==> src/include/debug_pins_pkg.sv <==
// Purpose: shared constants and carriers for the debug serial pin front end
// Assumes: one system clock; pins sampled through two flip-flops
// Notes:   pin reset drive follows the shared pin: output, driven low
package debug_pins_pkg;

   localparam int   WORD_W_DEF      = 8;
   localparam logic DRIVE_RESET_OE  = 1'b1;
   localparam logic PIN_RESET_LEVEL = 1'b0;
   localparam logic IDLE_LEVEL      = 1'b0;

   typedef enum logic [1:0]
   {
      ST_STATUS = 2'b00,
      ST_TURN   = 2'b01,
      ST_DEBUG  = 2'b10
   } port_state_t;

   typedef struct packed
   {
      logic data;
      logic clk;
   } link_in_t;

   typedef struct packed
   {
      logic status_out_0;
      logic status_out_0_oe;
      logic status_out_1;
      logic status_out_1_oe;
   } pin_drive_t;

endpackage

==> src/verilog/debug_port_pins.sv <==
// Purpose: pin front end of the debug serial port with shared status pins
// Assumes: debug_mode, status_cfg_out and cpu_status come from clk_sys logic
// Notes:   serial clock is oversampled; it must stay well below clk_sys / 4
`timescale 1ns/1ps
module debug_port_pins
   import debug_pins_pkg::*;
#(
   parameter int WORD_W = WORD_W_DEF
)
(
   input  wire logic              clk_sys,
   input  wire logic              resetn,
   input  wire logic              debug_mode,
   input  wire logic              status_cfg_out,
   input  wire logic [1:0]        cpu_status,
   input  wire link_in_t          link_in,
   output pin_drive_t             pin_drive,
   input  wire logic [WORD_W-1:0] tx_word,
   output logic                   tx_taken,
   output logic                   debug_data_out,
   output logic      [WORD_W-1:0] rx_word,
   output logic                   rx_valid
);

   localparam int CW = (WORD_W > 1) ? $clog2(WORD_W) : 1;
   localparam logic [CW-1:0] LAST_BIT = CW'(WORD_W - 1);
   localparam logic [CW-1:0] FIRST_BIT = '0;

   function automatic logic is_last(input logic [CW-1:0] c);
      return c == LAST_BIT;
   endfunction

   link_in_t          link_sync;
   logic              clk_prev;
   logic              clk_fall;
   logic              clk_rise;
   port_state_t       state;
   port_state_t       next_state;
   logic [WORD_W-1:0] shreg;
   logic [WORD_W-1:0] next_shreg;
   logic [WORD_W-1:0] tx_shift;
   logic [CW-1:0]     bit_cnt;
   logic              in_debug;
   logic              settle_early;
   logic              link_settled;

   pin_sync #(
      .W (2)
   ) u_sync (
      .clk_sys  (clk_sys),
      .resetn   (resetn),
      .async_in (link_in),
      .sync_out (link_sync)
   );

   // edges of the serial clock, seen on the synchronised copy
   always_ff @(posedge clk_sys or negedge resetn)
   begin
      if (!resetn)
         clk_prev <= IDLE_LEVEL;
      else
         clk_prev <= link_sync.clk;
   end

   // the last status level can still sit in the synchroniser and the edge register
   // after release, and it would read as a serial clock edge, so edges wait a flush
   always_ff @(posedge clk_sys or negedge resetn)
   begin
      if (!resetn)
      begin
         settle_early <= 1'b0;
         link_settled <= 1'b0;
      end
      else
      begin
         settle_early <= in_debug;
         link_settled <= settle_early & in_debug;
      end
   end

   assign clk_fall = link_settled & clk_prev & ~link_sync.clk;
   assign clk_rise = link_settled & ~clk_prev & link_sync.clk;
   assign in_debug = (state == ST_DEBUG);

   // one idle cycle between status drive and input keeps the pin free of contention
   always_comb
   begin
      next_state = state;
      case (state)
         ST_STATUS:
            if (debug_mode)
               next_state = ST_TURN;
         ST_TURN:
            if (debug_mode)
               next_state = ST_DEBUG;
            else
               next_state = ST_STATUS;
         ST_DEBUG:
            if (!debug_mode)
               next_state = ST_STATUS;
         default:
            next_state = ST_STATUS;
      endcase
   end

   always_ff @(posedge clk_sys or negedge resetn)
   begin
      if (!resetn)
         state <= ST_STATUS;
      else
         state <= next_state;
   end

   // status drive; enable drops the cycle after debug mode is raised
   always_ff @(posedge clk_sys or negedge resetn)
   begin
      if (!resetn)
      begin
         pin_drive.status_out_0    <= PIN_RESET_LEVEL;
         pin_drive.status_out_0_oe <= DRIVE_RESET_OE;
         pin_drive.status_out_1    <= PIN_RESET_LEVEL;
         pin_drive.status_out_1_oe <= DRIVE_RESET_OE;
      end
      else if (state == ST_STATUS && !debug_mode && status_cfg_out)
      begin
         pin_drive.status_out_0    <= cpu_status[0];
         pin_drive.status_out_0_oe <= 1'b1;
         pin_drive.status_out_1    <= cpu_status[1];
         pin_drive.status_out_1_oe <= 1'b1;
      end
      else
      begin
         pin_drive.status_out_0    <= PIN_RESET_LEVEL;
         pin_drive.status_out_0_oe <= 1'b0;
         pin_drive.status_out_1    <= PIN_RESET_LEVEL;
         pin_drive.status_out_1_oe <= 1'b0;
      end
   end

   assign next_shreg = {shreg[WORD_W-2:0], link_sync.data};

   // receive: sample on falling edge, only while in debug mode
   always_ff @(posedge clk_sys or negedge resetn)
   begin
      if (!resetn)
      begin
         shreg   <= '0;
         bit_cnt <= FIRST_BIT;
      end
      else if (!in_debug)
      begin
         shreg   <= '0;
         bit_cnt <= FIRST_BIT;
      end
      else if (clk_fall)
      begin
         shreg <= next_shreg;
         if (is_last(bit_cnt))
            bit_cnt <= FIRST_BIT;
         else
            bit_cnt <= bit_cnt + CW'(1);
      end
   end

   always_ff @(posedge clk_sys or negedge resetn)
   begin
      if (!resetn)
      begin
         rx_word  <= '0;
         rx_valid <= 1'b0;
      end
      else if (in_debug && clk_fall && is_last(bit_cnt))
      begin
         rx_word  <= next_shreg;
         rx_valid <= 1'b1;
      end
      else
         rx_valid <= 1'b0;
   end

   // transmit: a word is taken at its first rising edge, then shifted out msb first
   always_ff @(posedge clk_sys or negedge resetn)
   begin
      if (!resetn)
      begin
         tx_shift       <= '0;
         debug_data_out <= IDLE_LEVEL;
         tx_taken       <= 1'b0;
      end
      else if (!in_debug)
      begin
         tx_shift       <= '0;
         debug_data_out <= IDLE_LEVEL;
         tx_taken       <= 1'b0;
      end
      else if (clk_rise && bit_cnt == FIRST_BIT)
      begin
         debug_data_out <= tx_word[WORD_W-1];
         tx_shift       <= {tx_word[WORD_W-2:0], 1'b0};
         tx_taken       <= 1'b1;
      end
      else if (clk_rise)
      begin
         debug_data_out <= tx_shift[WORD_W-1];
         tx_shift       <= {tx_shift[WORD_W-2:0], 1'b0};
         tx_taken       <= 1'b0;
      end
      else
         tx_taken <= 1'b0;
   end
endmodule

==> src/verilog/pin_sync.sv <==
// Purpose: two-stage synchroniser for pin inputs
// Assumes: inputs asynchronous to clk_sys
// Notes:   first stage is read by the second stage only
`timescale 1ns/1ps
module pin_sync
   import debug_pins_pkg::*;
#(
   parameter int W = 2
)
(
   input  wire logic         clk_sys,
   input  wire logic         resetn,
   input  wire logic [W-1:0] async_in,
   output logic      [W-1:0] sync_out
);

   logic [W-1:0] meta;

   always_ff @(posedge clk_sys or negedge resetn)
   begin
      if (!resetn)
      begin
         meta     <= '0;
         sync_out <= '0;
      end
      else
      begin
         meta     <= async_in;
         sync_out <= meta;
      end
   end

endmodule
==> config.mk <==
export PLATFORM = sky130hd
export DESIGN_NAME = debug_port_pins
export DESIGN_NICKNAME = d
export VERILOG_FILES = /design/src/include/debug_pins_pkg.sv /design/src/verilog/debug_port_pins.sv /design/src/verilog/pin_sync.sv
export SDC_FILE = /design/constraint.sdc
export NUM_CORES = 1
export LEC_CHECK = 0
export ABC_AREA = 1
export BUFFER_PORTS_ARGS = -buffer_cell sky130_fd_sc_hd__buf_2
export CAP_MARGIN = 20
export CORE_MARGIN = 1.5
export CORE_UTILIZATION = 54
export DETAILED_ROUTE_END_ITERATION = 16
export HOLD_SLACK_MARGIN = 0.12
export MAX_ROUTING_LAYER = met4
export PLACE_DENSITY = 0.78
export SYNTH_ARGS = -nofsm -noshare
export SYNTH_HDL_FRONTEND = slang
export SYNTH_SLANG_ARGS = --single-unit
export TNS_END_PERCENT = 10
==> constraint.sdc <==
create_clock -name clk_sys -period 1.8 [get_ports clk_sys]
set_input_delay 0.36 -clock clk_sys [delete_from_list [all_inputs] [get_ports clk_sys]]
set_output_delay 0.36 -clock clk_sys [all_outputs]
set_load 0.005 [all_outputs]
# Yosys cells after proc, flatten, opt, wreduce, memory -nomap -nowiden

Index checks and enable logic that the tools add are counted.
W data, S select, Z words.

Bits in registers: 42
Input port bits: 16
Output and inout bits: 15
Logic and storage cells: 60

Add/subtract/negate cells: 1
Eq/ne operators: 7
Muxes and demuxes: 19
Bitwise operators: 7
Reduce and logical (&&, ||, !) cells: 9

Operator list:

| cell                  | number |
|---|---|
| $mux W8               | 3 |
| $mux W7               | 2 |
| $mux W3               | 3 |
| $mux W1               | 6 |
| $mux W2               | 3 |
| $ne A2 B2 Y1 const B  | 3 |
| $pmux W2 S3           | 1 |
| $and A1 B1 Y1         | 5 |
| $logic_and A1 B1 Y1   | 5 |
| $mux W4               | 1 |
| $add A3 B1 Y3 const B | 1 |
| $eq A3 B3 Y1 const B  | 1 |
| $logic_not A3 Y1      | 1 |
| $ne A3 B2 Y1 const B  | 1 |
| $eq A2 B1 Y1 const B  | 1 |
| $eq A2 B2 Y1 const B  | 1 |
| $logic_not A2 Y1      | 1 |
| $not A1 Y1            | 2 |
| $reduce_and A2 Y1     | 1 |
| $logic_not A1 Y1      | 1 |

# Logic depth before layout (Yosys ltp)

Gate-level depths: netlist (run 1).

Depth after elaboration: 6
Mapped depth: 9

# By module

From an unflattened synthesis (run 1), not the netlist that was laid out.

Cells, all modules: 180
Area, all modules: 1,660.3 um^2

By module, submodules not included:

| module          | instances | cells each | area an instance (um^2) | sequential area each (um^2) |
|---|---|---|---|---|
| debug_port_pins | 1         | 176        | 1,560.2                 | 902.1 |
| pin_sync        | 1         | 4          | 100.1                   | 100.1 |

# Worst setup path after synthesis (run 1)

OpenSTA, ideal clock, no wires.

Path type: register -> register
Start point: register bit_cnt[0]
End point: register debug_data_out
Setup time: 117 ps
Data arrival time: 1,158 ps
Setup slack: 526 ps
Cell stages (with the launch flop): 9
Path buffers: 1
Period minus slack after synthesis: 1,274 ps
Path through: dfrtp_1 -> inv_1 -> ha_1 -> inv_1 -> nor2_2 -> buf_2 -> nand3b_1 -> nand2_1 -> nand2_1

Cells in the longest elaborated chain, start to end: 4
Elaborated cells on any way between the ends: 5

RTL lines:

| what                    | line                   | RTL |
|---|---|---|
| from (decl)             | debug_port_pins.sv:42  | `logic [CW-1:0] bit_cnt;` |
| from (signal assigned)  | debug_port_pins.sv:161 | `bit_cnt <= bit_cnt + CW'(1);` |
| $logic_not A3 Y1 (*)    | debug_port_pins.sv:196 | `else if (clk_rise && bit_cnt == FIRST_BIT)` |
| $logic_and A1 B1 Y1 (*) | debug_port_pins.sv:196 |  |
| $mux W1                 | debug_port_pins.sv:196 |  |
| $mux W1                 | debug_port_pins.sv:190 | `else if (!in_debug)` |
| to (signal assigned)    | debug_port_pins.sv:198 | `debug_data_out <= tx_word[WORD_W-1];` |
| to (signal assigned)    | debug_port_pins.sv:204 | `debug_data_out <= tx_shift[WORD_W-1];` |
| to (decl)               | debug_port_pins.sv:20  | `output logic debug_data_out,` |

Every way passes the cells marked *; elsewhere a longest branch is shown, timed or not.
A chain may end at the register's enable or synchronous reset.

# Worst setup path in the final report (run 1)

Same ends and word-level chain as after synthesis.

==> results.md, run 1 <==
| Group | Metric | Reported |
|:---|:---|:---|
| job | Max cap viols | 0 |
| grt | Maximum number of pins on one net before global-route repair | 41 |
| synthesis | Leading cell types by total area after synthesis | sky130_fd_sc_hd__dfrtp_1, sky130_fd_sc_hd__nand2_1, sky130_fd_sc_hd__nor2_1 |
| grt | Tot GR Track Use | 20.7% |
| sta | Final worst slack | 0.275 ns |
| die | I/O pins | 31 |
| worst setup path | Setup CP Type | reg2reg |
| finish | Number of nets in the layout | 236 |
| grt | Total congestion overflow after global routing | 0 |
| route | Total length of routed wires | 2.88 mm |
| clocking | Maximum count of clock buffers along a single path | 2 |
| worst setup path | Maximum net fanout on the critical path | 15 |
| synthesis | Nets in the synthesized netlist | 199 |
| synthesis | Warnings, synthesis | 0 |
| synthesis | Most frequently used cell type in the post-synthesis netlist | sky130_fd_sc_hd__nand2_1 |
| sta | Final Max Tran Viols | 0 |
| die | Core box area | 0.00283 sq mm |
| route | Routed Antenna Nets | 0 |
| clocking | Clock transition at the registers of the reported paths | 0.12 ns |
| route | Violation count after the first detailed-routing iteration | 57 |
| finish | # fillers | 246 |
| sta | Setup violators final | 0 |
| power | VDD IR max | 477 uV |
| sta | Worst Clk Skew | 0.0142 ns |
| sta | Final-layout setup total negative slack | 0 ns |
| sta | Worst-margin pin slew | 0.542 ns |
| clocking | Clock insertion delay at the later pin of the skew report | 0.35 ns |
| route | Wirelength per Cell | 11.6 microns |
| synthesis | Biggest area consumer among synthesized cells | sky130_fd_sc_hd__dfrtp_1 |
| sta | Unrepaired setup endpoints after global routing | no |
| synthesis | Most instantiated cells after synthesis | sky130_fd_sc_hd__nand2_1, sky130_fd_sc_hd__dfrtp_1, sky130_fd_sc_hd__nor2_1, sky130_fd_sc_hd__inv_1, sky130_fd_sc_hd__nand3_1 |
| sta | Slew Limit Headroom | 63.8% |
| clocking | Num Clock Sinks | 40 |
| sta | Min cycle time layout | 1.52 ns |
| die | Chip Height | 58.5 microns |
| placed design | DP HPWL | 2.01 mm |
| synthesis | Unique masters post-synth | 21 |
| sta | Final Hold Vio Count | 0 |
| clocking | Clock buffers created by TritonCTS | 5 |
| worst setup path | Startpoint type of the worst setup path | flip-flop |
| route | Post-DR vias/cell | 4.96 |
| grt | First-pass GRT wire length | 5.13 mm |
| clocking | Resized cells post-CTS | 0 |
| sta | Worst hold slack after final layout | 0.208 ns |
| finish | Non-Filler Cell Area, Final | 0.00192 sq mm |
| clocking | H-tree depth | 2 |
| worst setup path | CP Capture Type | flip-flop |
| placed design | Worst slack at placement | 0.276 ns |
| synthesis | Fraction of synthesized cell area taken by the top area cell type | 58.8% |
| die | Die width | 58.5 microns |
| synthesis | Number of register bits inferred by synthesis | 40 |
| die | Area of the die | 0.00342 sq mm |
| grt | Vias in the first global route | 1197 |
| grt | Number of antenna violations at the first check in global routing | 0 |
| power | Cell area power density | 774 mW/mm^2 |
| clocking | TritonCTS clock tree | yes |
| synthesis | Synth Instances | 180 |
| placed design | Final estimated routing congestion in global placement | 0.805 |
| clocking | Clock tree root buffer cell | sky130_fd_sc_hd__clkbuf_4 |
| synthesis | Synthesized area per cell | 9.22 sq um |
| power | Total Power Consumption | 1.48 mW |
| placed design | # port buffers | 30 |
| sta | Ratio of final minimum period to clock period | 84.7% |
| route | Total number of vias | 1235 |
| hold path | Worst min path class | in2reg |
| worst setup path | Data arrival time of the critical path | 1.82 ns |
| finish | Number of inserted diodes | 0 |
| sta | Fmax | 656 MHz |
| synthesis | Cell area after synthesis | 0.00166 sq mm |
| die | Initial core utilization | 58.7% |
| finish | Layout cells sized above 1 | 21.6% |
| power | Leakage dissipation | 1.17 nW |
| die | Number of placement rows | 19 |
| finish | P&R area growth vs syn | 15.5% |
| finish | Seq. cell area | 0.00100 sq mm |
| synthesis | Number of flops mapped to enable cells by yosys | 0 |
| route | DRT Pass-1 Iters | 4 |
| finish | Area of the multi-input gates | 578 sq um |
| synthesis | Async set-reset flop share out of synthesis | 100% |
| route | DRC violations left | 0 |
| worst setup path | Data required time at the worst endpoint | 2.10 ns |
| placed design | Placement Cell Area | 0.00183 sq mm |
| run status | Run status | complete, no violations |
| synthesis | Post-synth top flop | sky130_fd_sc_hd__dfrtp_1 |
| synthesis | Proportion of synthesized chip area in sequential cells | 60.4% |
kinds of logic (layout without fill, tap and decap cells):
family                   count (synthesis)  after routing  synth area share [%]
adder cells (fa/ha/maj)                  3              3                  2.26
flip-flops                              40             40                  60.4
AO/OA/AOI/OAI                            2              2                 0.602
AND/OR/NAND/NOR                        117            117                  32.0
buffers and inverters                   18             56                  4.82
path summary, 6_finish.rpt:
check,cells after the start,end,start,slack (ns)
min in group asynchronous,3,tx_shift[5]$_DFFE_PN0P_,resetn,0.58
setup reg to reg,8,debug_data_out$_DFFE_PN0P_,bit_cnt[0]$_DFFE_PN0P_,0.28
hold reg to reg,0,u_sync.sync_out[0]$_DFF_PN0_,u_sync.meta[0]$_DFF_PN0_,0.36
setup / recovery,8,debug_data_out$_DFFE_PN0P_,bit_cnt[0]$_DFFE_PN0P_,0.28
max in group asynchronous,3,pin_drive[2]$_DFF_PN1_,resetn,0.85
hold / removal,3,tx_shift[1]$_DFFE_PN0P_,tx_word[0],0.21
flip-flops by register name (all words and copies together) (netlist names), 2 cells and up:
register,cells
rx_word,8
pin_drive,3
tx_shift,7
u_sync.meta,2
u_sync.sync_out,2
bit_cnt,3
state,2
shreg,7
metal layers:
metal / wire, microns / vias to the layer above / track usage (%)
met2: 1410 / 31 / 32.6
met5: 0 / - / -
met4: 31 / 0 / 7.97
li1: - / 627 / -
met3: 139 / 5 / 7.47
met1: 1300 / 572 / 24.3
worst max-delay path, cell delays in order, from the launching register on:
cell and delay (ns):
sky130_fd_sc_hd__dfrtp_1 0.41, sky130_fd_sc_hd__inv_1 0.09, sky130_fd_sc_hd__ha_1 0.14, sky130_fd_sc_hd__inv_1 0.04
sky130_fd_sc_hd__nor2_2 0.42, sky130_fd_sc_hd__nor2_1 0.12, sky130_fd_sc_hd__nor2_1 0.16, sky130_fd_sc_hd__nand2_1 0.06
sky130_fd_sc_hd__nand2_1 0.05
where the power goes:
part / internal, mW / leakage, nW / switching [mW]
registers: 0.917 / 0.540 / 0.0134
clock network: 0.193 / 0.0326 / 0.269
logic: 0.0347 / 0.599 / 0.0569
per-stage QoR:
| step | std cells | util [%] |
|---|---|---|
| 2_1_floorplan | 180 | - |
| 3_3_place_gp | 238 | 64.7 |
| 3_5_place_dp | 238 | 64.7 |
| 4_1_cts | 249 | 67.8 |
| 5_1_grt | 249 | 67.8 |
| 6_report | 249 | 67.8 |
cells in the final DEF (no fill, tap or decap):
| master | count |
|---|---|
| sky130_fd_sc_hd__nor2_4 | 1 |
| sky130_fd_sc_hd__nor3_1 | 1 |
| sky130_fd_sc_hd__ha_1 | 3 |
| sky130_fd_sc_hd__nor2_1 | 19 |
| sky130_fd_sc_hd__buf_4 | 1 |
| sky130_fd_sc_hd__a21oi_1 | 1 |
| sky130_fd_sc_hd__clkbuf_8 | 1 |
| sky130_fd_sc_hd__o21ai_0 | 1 |
| sky130_fd_sc_hd__clkbuf_1 | 2 |
| sky130_fd_sc_hd__nand2_2 | 2 |
| sky130_fd_sc_hd__dlygate4sd3_1 | 3 |
| sky130_fd_sc_hd__nor2_2 | 3 |
| sky130_fd_sc_hd__nand3_1 | 11 |
| sky130_fd_sc_hd__nor2_8 | 1 |
| sky130_fd_sc_hd__buf_2 | 30 |
| sky130_fd_sc_hd__nand3b_1 | 7 |
| sky130_fd_sc_hd__clkbuf_4 | 5 |
| sky130_fd_sc_hd__inv_1 | 14 |
| sky130_fd_sc_hd__nand2_1 | 70 |
| sky130_fd_sc_hd__nand2_4 | 1 |
| sky130_fd_sc_hd__dfstp_2 | 1 |
| sky130_fd_sc_hd__dfrtp_1 | 39 |
| sky130_fd_sc_hd__nand3_2 | 1 |
area by class of cell:
| type | count | area share (%) |
|---|---|---|
| Multi-Input combinational cell | 122 | 30.1 |
| Timing Repair Buffer | 34 | 9.78 |
| Sequential cell | 40 | 52.3 |
| Tap cell | 31 | 2.02 |
| Clock buffer | 8 | 3.07 |
| Inverter | 14 | 2.74 |
repair_timing:
action,in CTS,in global routing
endpoints found under the setup margin,0,0
setup buffers,0,0
endpoints found under the hold margin,41,0
hold buffers,3,0
(Power assumes the default switching activity.)
==> run 2, diff against run 1 <==
--- a/config.mk
+++ b/config.mk
@@ -5,15 +5,15 @@
 export SDC_FILE = /design/constraint.sdc
 export NUM_CORES = 1
 export LEC_CHECK = 0
-export ABC_AREA = 1
+export ABC_AREA = 0
 export BUFFER_PORTS_ARGS = -buffer_cell sky130_fd_sc_hd__buf_2
 export CAP_MARGIN = 20
 export CORE_MARGIN = 1.5
-export CORE_UTILIZATION = 54
+export CORE_UTILIZATION = 48
 export DETAILED_ROUTE_END_ITERATION = 16
 export HOLD_SLACK_MARGIN = 0.12
 export MAX_ROUTING_LAYER = met4
-export PLACE_DENSITY = 0.78
+export PLACE_DENSITY = 0.74
 export SYNTH_ARGS = -nofsm -noshare
 export SYNTH_HDL_FRONTEND = slang
 export SYNTH_SLANG_ARGS = --single-unit
==> constraint.sdc (replaced) <==
create_clock -name clk_sys -period 1.2 [get_ports clk_sys]
set_input_delay 0.24 -clock clk_sys [delete_from_list [all_inputs] [get_ports clk_sys]]
set_output_delay 0.24 -clock clk_sys [all_outputs]
set_load 0.005 [all_outputs]
==> results.md, run 2 <==
| Group | Metric | Reported |
|:---|:---|:---|
| power | Leakage dissipation | 1.04 nW |
| synthesis | Proportion of synthesized chip area in sequential cells | 64.5% |
| synthesis | Number of register bits inferred by synthesis | 40 |
| clocking | Clock tree root buffer cell | sky130_fd_sc_hd__clkbuf_4 |
| hold path | Worst min path class | in2reg |
| run status | Violations in the final reports | setup timing |
| run status | Run status | complete, but fails checks |
| worst setup path | Startpoint of the lowest-slack register-to-register path | bit_cnt[0]$_DFFE_PN0P_ |
| grt | Number of antenna violations at the first check in global routing | 0 |
| synthesis | Cell area after synthesis | 0.00155 sq mm |
| synthesis | Number of flops mapped to enable cells by yosys | 0 |
| route | Post-DR vias/cell | 4.98 |
| synthesis | Most instantiated cells after synthesis | sky130_fd_sc_hd__dfrtp_1, sky130_fd_sc_hd__a22o_1, sky130_fd_sc_hd__a21oi_1, sky130_fd_sc_hd__mux2_2 |
| clocking | Maximum count of clock buffers along a single path | 2 |
| clocking | Num Clock Sinks | 40 |
| power | Cell internal power dissipation | 1.90 mW |
| finish | Number of inserted diodes | 0 |
| route | DRT Pass-1 Iters | 4 |
| synthesis | Nets in the synthesized netlist | 131 |
| route | Violation count after the first detailed-routing iteration | 21 |
| finish | Top library cells by usage in the layout, fill and taps aside | sky130_fd_sc_hd__dfrtp_1, sky130_fd_sc_hd__buf_2, sky130_fd_sc_hd__buf_4 |
| synthesis | Leading cell types by total area after synthesis | sky130_fd_sc_hd__dfrtp_1, sky130_fd_sc_hd__mux2_2, sky130_fd_sc_hd__a22o_1 |
| route | Routed Antenna Nets | 0 |
| route | Wirelength per Cell | 13.8 microns |
| worst setup path | Setup CP Type | reg2reg |
| finish | Number of flip-flops in the largest register | 8 |
| synthesis | Async set-reset flop share out of synthesis | 100% |
| finish | Number of nets in the layout | 183 |
| sta | Final Hold Vio Count | 0 |
| worst setup path | CP max stage delay | 0.39 ns |
| synthesis | Synthesized area per cell | 13.9 sq um |
| sta | Fmax | 646 MHz |
| grt | Maximum number of pins on one net before global-route repair | 27 |
| worst setup path | Buffer and inverter count on the worst path | 2 |
| placed design | # port buffers | 30 |
| worst setup path | Data required time at the worst endpoint | 1.43 ns |
| die | Die width | 59.9 microns |
| sta | Final worst slack | -0.348 ns |
| finish | P&R area growth vs syn | 31.9% |
| sta | Unrepaired setup endpoints after global routing | yes |
| worst setup path | Startpoint type of the worst setup path | flip-flop |
| grt | First-pass GRT wire length | 4.75 mm |
| worst setup path | Data arrival time of the critical path | 1.78 ns |
| die | Core box area | 0.00305 sq mm |
| sta | Worst-margin pin slew | 0.370 ns |
| clocking | Clock insertion delay at the later pin of the skew report | 0.34 ns |
| sta | Worst hold slack after final layout | 0.170 ns |
| worst setup path | Slowest library cell on the worst path | sky130_fd_sc_hd__dfrtp_1 |
| synthesis | Most frequently used cell type in the post-synthesis netlist | sky130_fd_sc_hd__dfrtp_1 |
| synthesis | Synth Instances | 112 |
| worst setup path | Setup crit start | bit_cnt[0]$_DFFE_PN0P_ |
| power | Share of power burned in combinational logic | 7.6% |
| route | Total number of vias | 1040 |
| sta | Worst Clk Skew | 0.00432 ns |
| die | Chip Height | 59.9 microns |
| finish | Largest registers | rx_word: 8 flops, shreg: 7 flops, tx_shift: 7 flops |
| synthesis | Warnings, synthesis | 0 |
| clocking | Clock buffers created by TritonCTS | 5 |
| sta | Setup violators final | 28 |
| power | Seq pwr share | 56.8% |
| synthesis | Biggest area consumer among synthesized cells | sky130_fd_sc_hd__dfrtp_1 |
| synthesis | Post-synth top flop | sky130_fd_sc_hd__dfrtp_1 |
| placed design | DP HPWL | 2.00 mm |
| grt | Total congestion overflow after global routing | 0 |
| worst setup path | Ordered cell list for the critical path | ha_1 > ha_2 > inv_2 > nor3_4 > buf_12 > mux2_2 |
| finish | Layout cells sized above 1 | 42.4% |
| clocking | TritonCTS clock tree | yes |
| power | Cell area power density | 1190 mW/mm^2 |
| sta | Min cycle time layout | 1.55 ns |
| die | Number of placement rows | 20 |
| placed design | Final estimated routing congestion in global placement | 0.716 |
| grt | Vias in the first global route | 1075 |
| worst setup path | Kind of cell with the highest combined delay on the critical path | flip-flops |
| route | DRC violations left | 0 |
| die | Initial core utilization | 50.9% |
| route | Total length of routed wires | 2.89 mm |
| grt | Tot GR Track Use | 19.3% |
| finish | Register with the most flip-flops | rx_word |
| worst setup path | Maximum net fanout on the critical path | 9 |
| die | Area of the die | 0.00359 sq mm |
| worst setup path | CP Capture Type | flip-flop |
| clocking | H-tree depth | 2 |
| power | VDD IR max | 870 uV |
| job | Max cap viols | 0 |
| sta | Ratio of final minimum period to clock period | 129% |
| die | I/O pins | 31 |
| synthesis | Fraction of synthesized cell area taken by the top area cell type | 62.9% |
| power | Clock network power share | 35.6% |
| power | Net Switching | 540 uW |
| power | Total Power Consumption | 2.44 mW |
| power | Sw Share | 22.1% |
| clocking | Clock transition at the registers of the reported paths | 0.12 ns |
| synthesis | Unique masters post-synth | 29 |
| sta | Final Max Tran Viols | 0 |
| sta | Slew Limit Headroom | 75.3% |
| hold path | Worst Min Path Start | tx_word[0] |
| finish | Most common cell after layout, fill and taps aside | sky130_fd_sc_hd__dfrtp_1 |
-- run 2: cell types whose count changed after synthesis, sizes merged, moves of 6 or more --
cell / change
mux2i: +7
inv: -10
nand2: -72
o21ai: +6
nand3: -12
mux2: +8
a21oi: +7
a22o: +9
nor2: -22
-- run 2: cell families after synthesis --
family,after synthesis,share of synthesized area [%]
compound gates,26,11.0
fa+ha+maj,3,2.42
buf+inv,10,3.38
flops,40,64.5
mux,15,10.3
simple gates,18,8.30
-- run 2: area by class of cell --
class | count | area, sq um
Inverter | 4 | 15.0
Timing Repair Buffer | 51 | 367
Clock buffer | 5 | 37.5
Multi-Input combinational cell | 62 | 529
Sequential cell | 40 | 1000
Fill cell | 236 | 1000
Clock inverter | 3 | 42.5
Tap cell | 44 | 55.1
-- run 2: path summary, 6_finish.rpt --
check                                                     to  slack (ns)  depth (start not counted)
min in group asynchronous             bit_cnt[1]$_DFFE_PN0P_        0.33                          2
worst min-delay path                 tx_shift[1]$_DFFE_PN0P_        0.17                          3
max in group asynchronous       u_sync.sync_out[1]$_DFF_PN0_        0.42                          3
worst min register to register  u_sync.sync_out[0]$_DFF_PN0_        0.36                          0
worst max-delay path                  rx_word[5]$_DFFE_PN0P_       -0.35                          6
worst max register to register        rx_word[5]$_DFFE_PN0P_       -0.35                          6
-- run 2: power by group through the flow --
stage | clock network (mW) | logic [mW] | registers, mW
2_1_floorplan | 0 | 0.0588 | 1.41
3_3_place_gp | 0 | 0.146 | 1.41
3_5_place_dp | 0 | 0.152 | 1.41
4_1_cts | 0.890 | 0.176 | 1.39
5_1_grt | 0.955 | 0.203 | 1.39
6_report | 0.869 | 0.185 | 1.39
-- run 2: stage by stage --
stage                     utilization, %  TNS (ns)  std cells  instance area, sq um  worst slack [ns]
after floorplan                        -     -3.40        112                  1550            -0.335
after global placement              60.8     -4.70        193                  1860            -0.271
after detailed placement            60.8     -6.01        193                  1860            -0.370
after CTS                           66.3     -5.39        208                  2020            -0.334
after global routing                67.1     -6.92        209                  2050            -0.390
final                               67.1     -5.23        209                  2050            -0.348
-- run 2: per-layer routing --
metal | track usage (%) | routed length, microns | vias up | share of wire, %
met2 | 31.2 | 1480 | 26 | 51
met4 | 7.62 | 23 | 0 | 0.80
met5 | - | 0 | - | 0
met1 | 21.9 | 1260 | 511 | 44
li1 | - | - | 501 | -
met3 | 6.49 | 123 | 2 | 4.3
-- run 2: worst min-delay path, stage by stage --
cell,delay (ns)
sky130_fd_sc_hd__buf_2,0.10
sky130_fd_sc_hd__nand4b_1,0.08
sky130_fd_sc_hd__a21oi_1,0.06
-- run 2: timing repair --
action,4_1_cts,5_1_grt
pin swaps,4,11
endpoints found under the hold margin,45,1
setup buffers,1,0
resized for setup,6,3
hold buffers,6,1
setup endpoints to repair,32,33
==> run 3, diff against run 2 <==
--- a/config.mk
+++ b/config.mk
@@ -5,15 +5,15 @@
 export SDC_FILE = /design/constraint.sdc
 export NUM_CORES = 1
 export LEC_CHECK = 0
-export ABC_AREA = 0
+export ABC_AREA = 1
 export BUFFER_PORTS_ARGS = -buffer_cell sky130_fd_sc_hd__buf_2
 export CAP_MARGIN = 20
 export CORE_MARGIN = 1.5
-export CORE_UTILIZATION = 48
+export CORE_UTILIZATION = 54
 export DETAILED_ROUTE_END_ITERATION = 16
 export HOLD_SLACK_MARGIN = 0.12
 export MAX_ROUTING_LAYER = met4
-export PLACE_DENSITY = 0.74
+export PLACE_DENSITY = 0.78
 export SYNTH_ARGS = -nofsm -noshare
 export SYNTH_HDL_FRONTEND = slang
 export SYNTH_SLANG_ARGS = --single-unit
==> constraint.sdc (replaced) <==
create_clock -name clk_sys -period 1.5 [get_ports clk_sys]
set_input_delay 0.3 -clock clk_sys [delete_from_list [all_inputs] [get_ports clk_sys]]
set_output_delay 0.3 -clock clk_sys [all_outputs]
set_load 0.005 [all_outputs]
==> results.md, run 3 (same netlist as run 1, synthesis figures left out) <==
| Group | Metric | Reported |
|:---|:---|:---|
| run status | Run status | complete, no violations |
| grt | GR Util met1 | 22.5% |
| grt | Maximum number of pins on one net before global-route repair | 24 |
| sta | Setup violators final | 0 |
| route | Total number of vias | 1256 |
| worst setup path | Setup crit start | state[0]$_DFFE_PN0P_ |
| power | VDD IR max | 681 uV |
| route | Routed Antenna Nets | 0 |
| clocking | Clock tree root buffer cell | sky130_fd_sc_hd__clkbuf_4 |
| placed design | Final estimated routing congestion in global placement | 0.796 |
| finish | Seq. cell area | 0.00100 sq mm |
| power | Total Power Consumption | 1.80 mW |
| finish | # fillers | 218 |
| sta | Worst Clk Skew | 0.0150 ns |
| worst setup path | Data arrival time of the critical path | 1.57 ns |
| finish | Filler-free cell count of the finished design | 250 |
| worst setup path | Startpoint type of the worst setup path | flip-flop |
| route | Wirelength per Cell | 11.4 microns |
| finish | Register with the most flip-flops | rx_word |
| grt | Total congestion overflow after global routing | 0 |
| grt | Vias in the first global route | 1219 |
| worst setup path | Ordered cell list for the critical path | inv_1 > nand2_4 > nor2_8 > nand2_2 > nand2_1 > nand2_1 |
| die | Area of the die | 0.00342 sq mm |
| placed design | DP HPWL | 2.00 mm |
| worst setup path | Setup CP Type | reg2reg |
| clocking | H-tree depth | 2 |
| worst setup path | Top cell by count, worst path | sky130_fd_sc_hd__nand2_1 |
| worst setup path | WP depth | 6 |
| finish | P&R area growth vs syn | 17.8% |
| placed design | # port buffers | 30 |
| finish | Top library cells by usage in the layout, fill and taps aside | sky130_fd_sc_hd__nand2_1, sky130_fd_sc_hd__dfrtp_1, sky130_fd_sc_hd__buf_2 |
| worst setup path | Internal reg-to-reg setup slack | 0.18 ns |
| sta | Worst-margin pin slew | 0.434 ns |
| sta | Final Max Tran Viols | 0 |
| die | Chip Height | 58.5 microns |
| sta | Min cycle time layout | 1.32 ns |
| sta | Final-layout setup total negative slack | 0 ns |
| grt | First-pass GRT wire length | 4.82 mm |
| clocking | TritonCTS clock tree | yes |
| finish | Layout cells sized above 1 | 23.3% |
| sta | Ratio of final minimum period to clock period | 88.1% |
| finish | Number of flip-flops in the largest register | 8 |
| grt | Tot GR Track Use | 19.8% |
| worst setup path | CP max stage delay | 0.43 ns |
| die | Number of placement rows | 19 |
| worst setup path | CP Capture Type | flip-flop |
| clocking | Clock transition at the registers of the reported paths | 0.11 ns |
| worst setup path | Buffer and inverter count on the worst path | 1 |
| sta | Slew Limit Headroom | 71.1% |
| grt | Layer with the highest usage after global routing | met2 |
| clocking | Maximum count of clock buffers along a single path | 2 |
| die | Core box area | 0.00283 sq mm |
| power | Leakage dissipation | 1.19 nW |
| worst setup path | Worst setup path endpoint | rx_word[1]$_DFFE_PN0P_ |
| worst setup path | Slowest library cell on the worst path | sky130_fd_sc_hd__dfrtp_1 |
| grt | Met2 layer usage reported by global route | 31.1% |
| worst setup path | Kind of cell with the highest combined delay on the critical path | simple AND/OR/NAND/NOR gates |
| die | Die width | 58.5 microns |
| hold path | Number of cells on the worst hold path | 3 |
| worst setup path | Worst r2r path cells | 6 |
| finish | Layout Utilization | 69.1% |
| clocking | Clock buffers created by TritonCTS | 5 |
| route | DRT Pass-1 Iters | 4 |
| power | Cell area power density | 919 mW/mm^2 |
| finish | Most common cell after layout, fill and taps aside | sky130_fd_sc_hd__nand2_1 |
| placed design | Number of instances in the placed design | 239 |
| clocking | Post-CTS Setup Inserts | 0 |
| clocking | Clock insertion delay at the later pin of the skew report | 0.36 ns |
| die | I/O pins | 31 |
| worst setup path | Maximum net fanout on the critical path | 19 |
| route | Post-DR vias/cell | 5.02 |
| die | Initial core utilization | 58.7% |
| sta | Final Hold Vio Count | 0 |
| hold path | Worst min path class | in2reg |
| route | Total length of routed wires | 2.86 mm |
| worst setup path | Data required time at the worst endpoint | 1.75 ns |
| sta | Unrepaired setup endpoints after global routing | no |
| sta | Worst hold slack after final layout | 0.143 ns |
| route | DRC violations left | 0 |
| sta | Fmax | 756 MHz |
| worst setup path | Startpoint of the lowest-slack register-to-register path | state[0]$_DFFE_PN0P_ |
| job | Max cap viols | 0 |
| route | Violation count after the first detailed-routing iteration | 91 |
| finish | Number of nets in the layout | 237 |
| grt | Number of antenna violations at the first check in global routing | 0 |
| clocking | Num Clock Sinks | 40 |
| finish | Number of inserted diodes | 0 |
| worst setup path | Critical register-to-register path endpoint | rx_word[1]$_DFFE_PN0P_ |
| finish | Area of the multi-input gates | 581 sq um |
| grt | Met3 GRT Util | 4.62% |
| finish | Largest registers | rx_word: 8 flops, shreg: 7 flops, tx_shift: 7 flops |
-- run 3: changes by cell type in the layout (fill, tap and decap cells not counted), moves of 3 or more --
cell / delta
sky130_fd_sc_hd__nand3b_1: +5
sky130_fd_sc_hd__mux2_2: -8
sky130_fd_sc_hd__nor2_1: +18
sky130_fd_sc_hd__mux2i_1: -7
sky130_fd_sc_hd__nand3_1: +11
sky130_fd_sc_hd__dlygate4sd3_1: -4
sky130_fd_sc_hd__a21oi_1: -7
sky130_fd_sc_hd__buf_4: -10
sky130_fd_sc_hd__inv_1: +12
sky130_fd_sc_hd__nor2_2: +3
sky130_fd_sc_hd__and2_1: -3
sky130_fd_sc_hd__nand2_1: +69
sky130_fd_sc_hd__a22o_1: -9
sky130_fd_sc_hd__o21ai_0: -6
-- run 3: layer usage --
metal,part of all wire (%),routed length (microns),vias to the layer above
met3,4.4,125,6
met4,2.7,78,0
met1,43,1240,586
li1,-,-,628
met5,0,0,-
met2,50,1420,36
-- run 3: stage by stage --
step	setup slack, ns	area (sq um)
floorplan	0.226	1660
detailed placement	0.144	1860
CTS	0.121	1950
global placement	0.172	1860
finish	0.178	1960
global route	0.0368	1960
-- run 3: where the power goes --
group | switching (mW) | internal [mW]
Combinational | 0.0685 | 0.0454
Sequential | 0.0154 | 1.10
Clock | 0.345 | 0.223
Total | 0.429 | 1.37
-- run 3: cell type report --
| cell class | count | area share (%) |
|---|---|---|
| tap | 31 | 1.98 |
| multi-input combinational | 122 | 29.7 |
| clock buffer | 6 | 2.62 |
| inverter | 14 | 2.69 |
| clock inverter | 2 | 0.512 |
| sequential | 40 | 51.2 |
| timing repair buffer | 35 | 11.3 |
-- run 3: repair_timing --
item | 4_1_cts | 5_1_grt
hold endpoints to repair | 18 | 0
resized for setup | 0 | 1
hold buffers | 3 | 0
setup endpoints to repair | 0 | 1
-- run 3: how the worst min path moves through the flow --
stage	from	slack (ns)	end
after floorplan	resetn	0.004	bit_cnt[0]$_DFFE_PN0P_
after global placement	resetn	0.25	rx_word[4]$_DFFE_PN0P_
after detailed placement	resetn	0.26	rx_word[4]$_DFFE_PN0P_
after CTS	cpu_status[0]	0.13	pin_drive[3]$_DFF_PN0_
after global routing	cpu_status[1]	0.14	pin_drive[1]$_DFF_PN0_
final	tx_word[0]	0.14	tx_shift[1]$_DFFE_PN0P_
-- run 3: worst reg2reg max path, stage by stage (launching register included) --
cell and delay, ns:
sky130_fd_sc_hd__dfrtp_1 0.43, sky130_fd_sc_hd__inv_1 0.11, sky130_fd_sc_hd__nand2_4 0.10, sky130_fd_sc_hd__nor2_8 0.26, sky130_fd_sc_hd__nand2_2 0.18, sky130_fd_sc_hd__nand2_1 0.10, sky130_fd_sc_hd__nand2_1 0.05
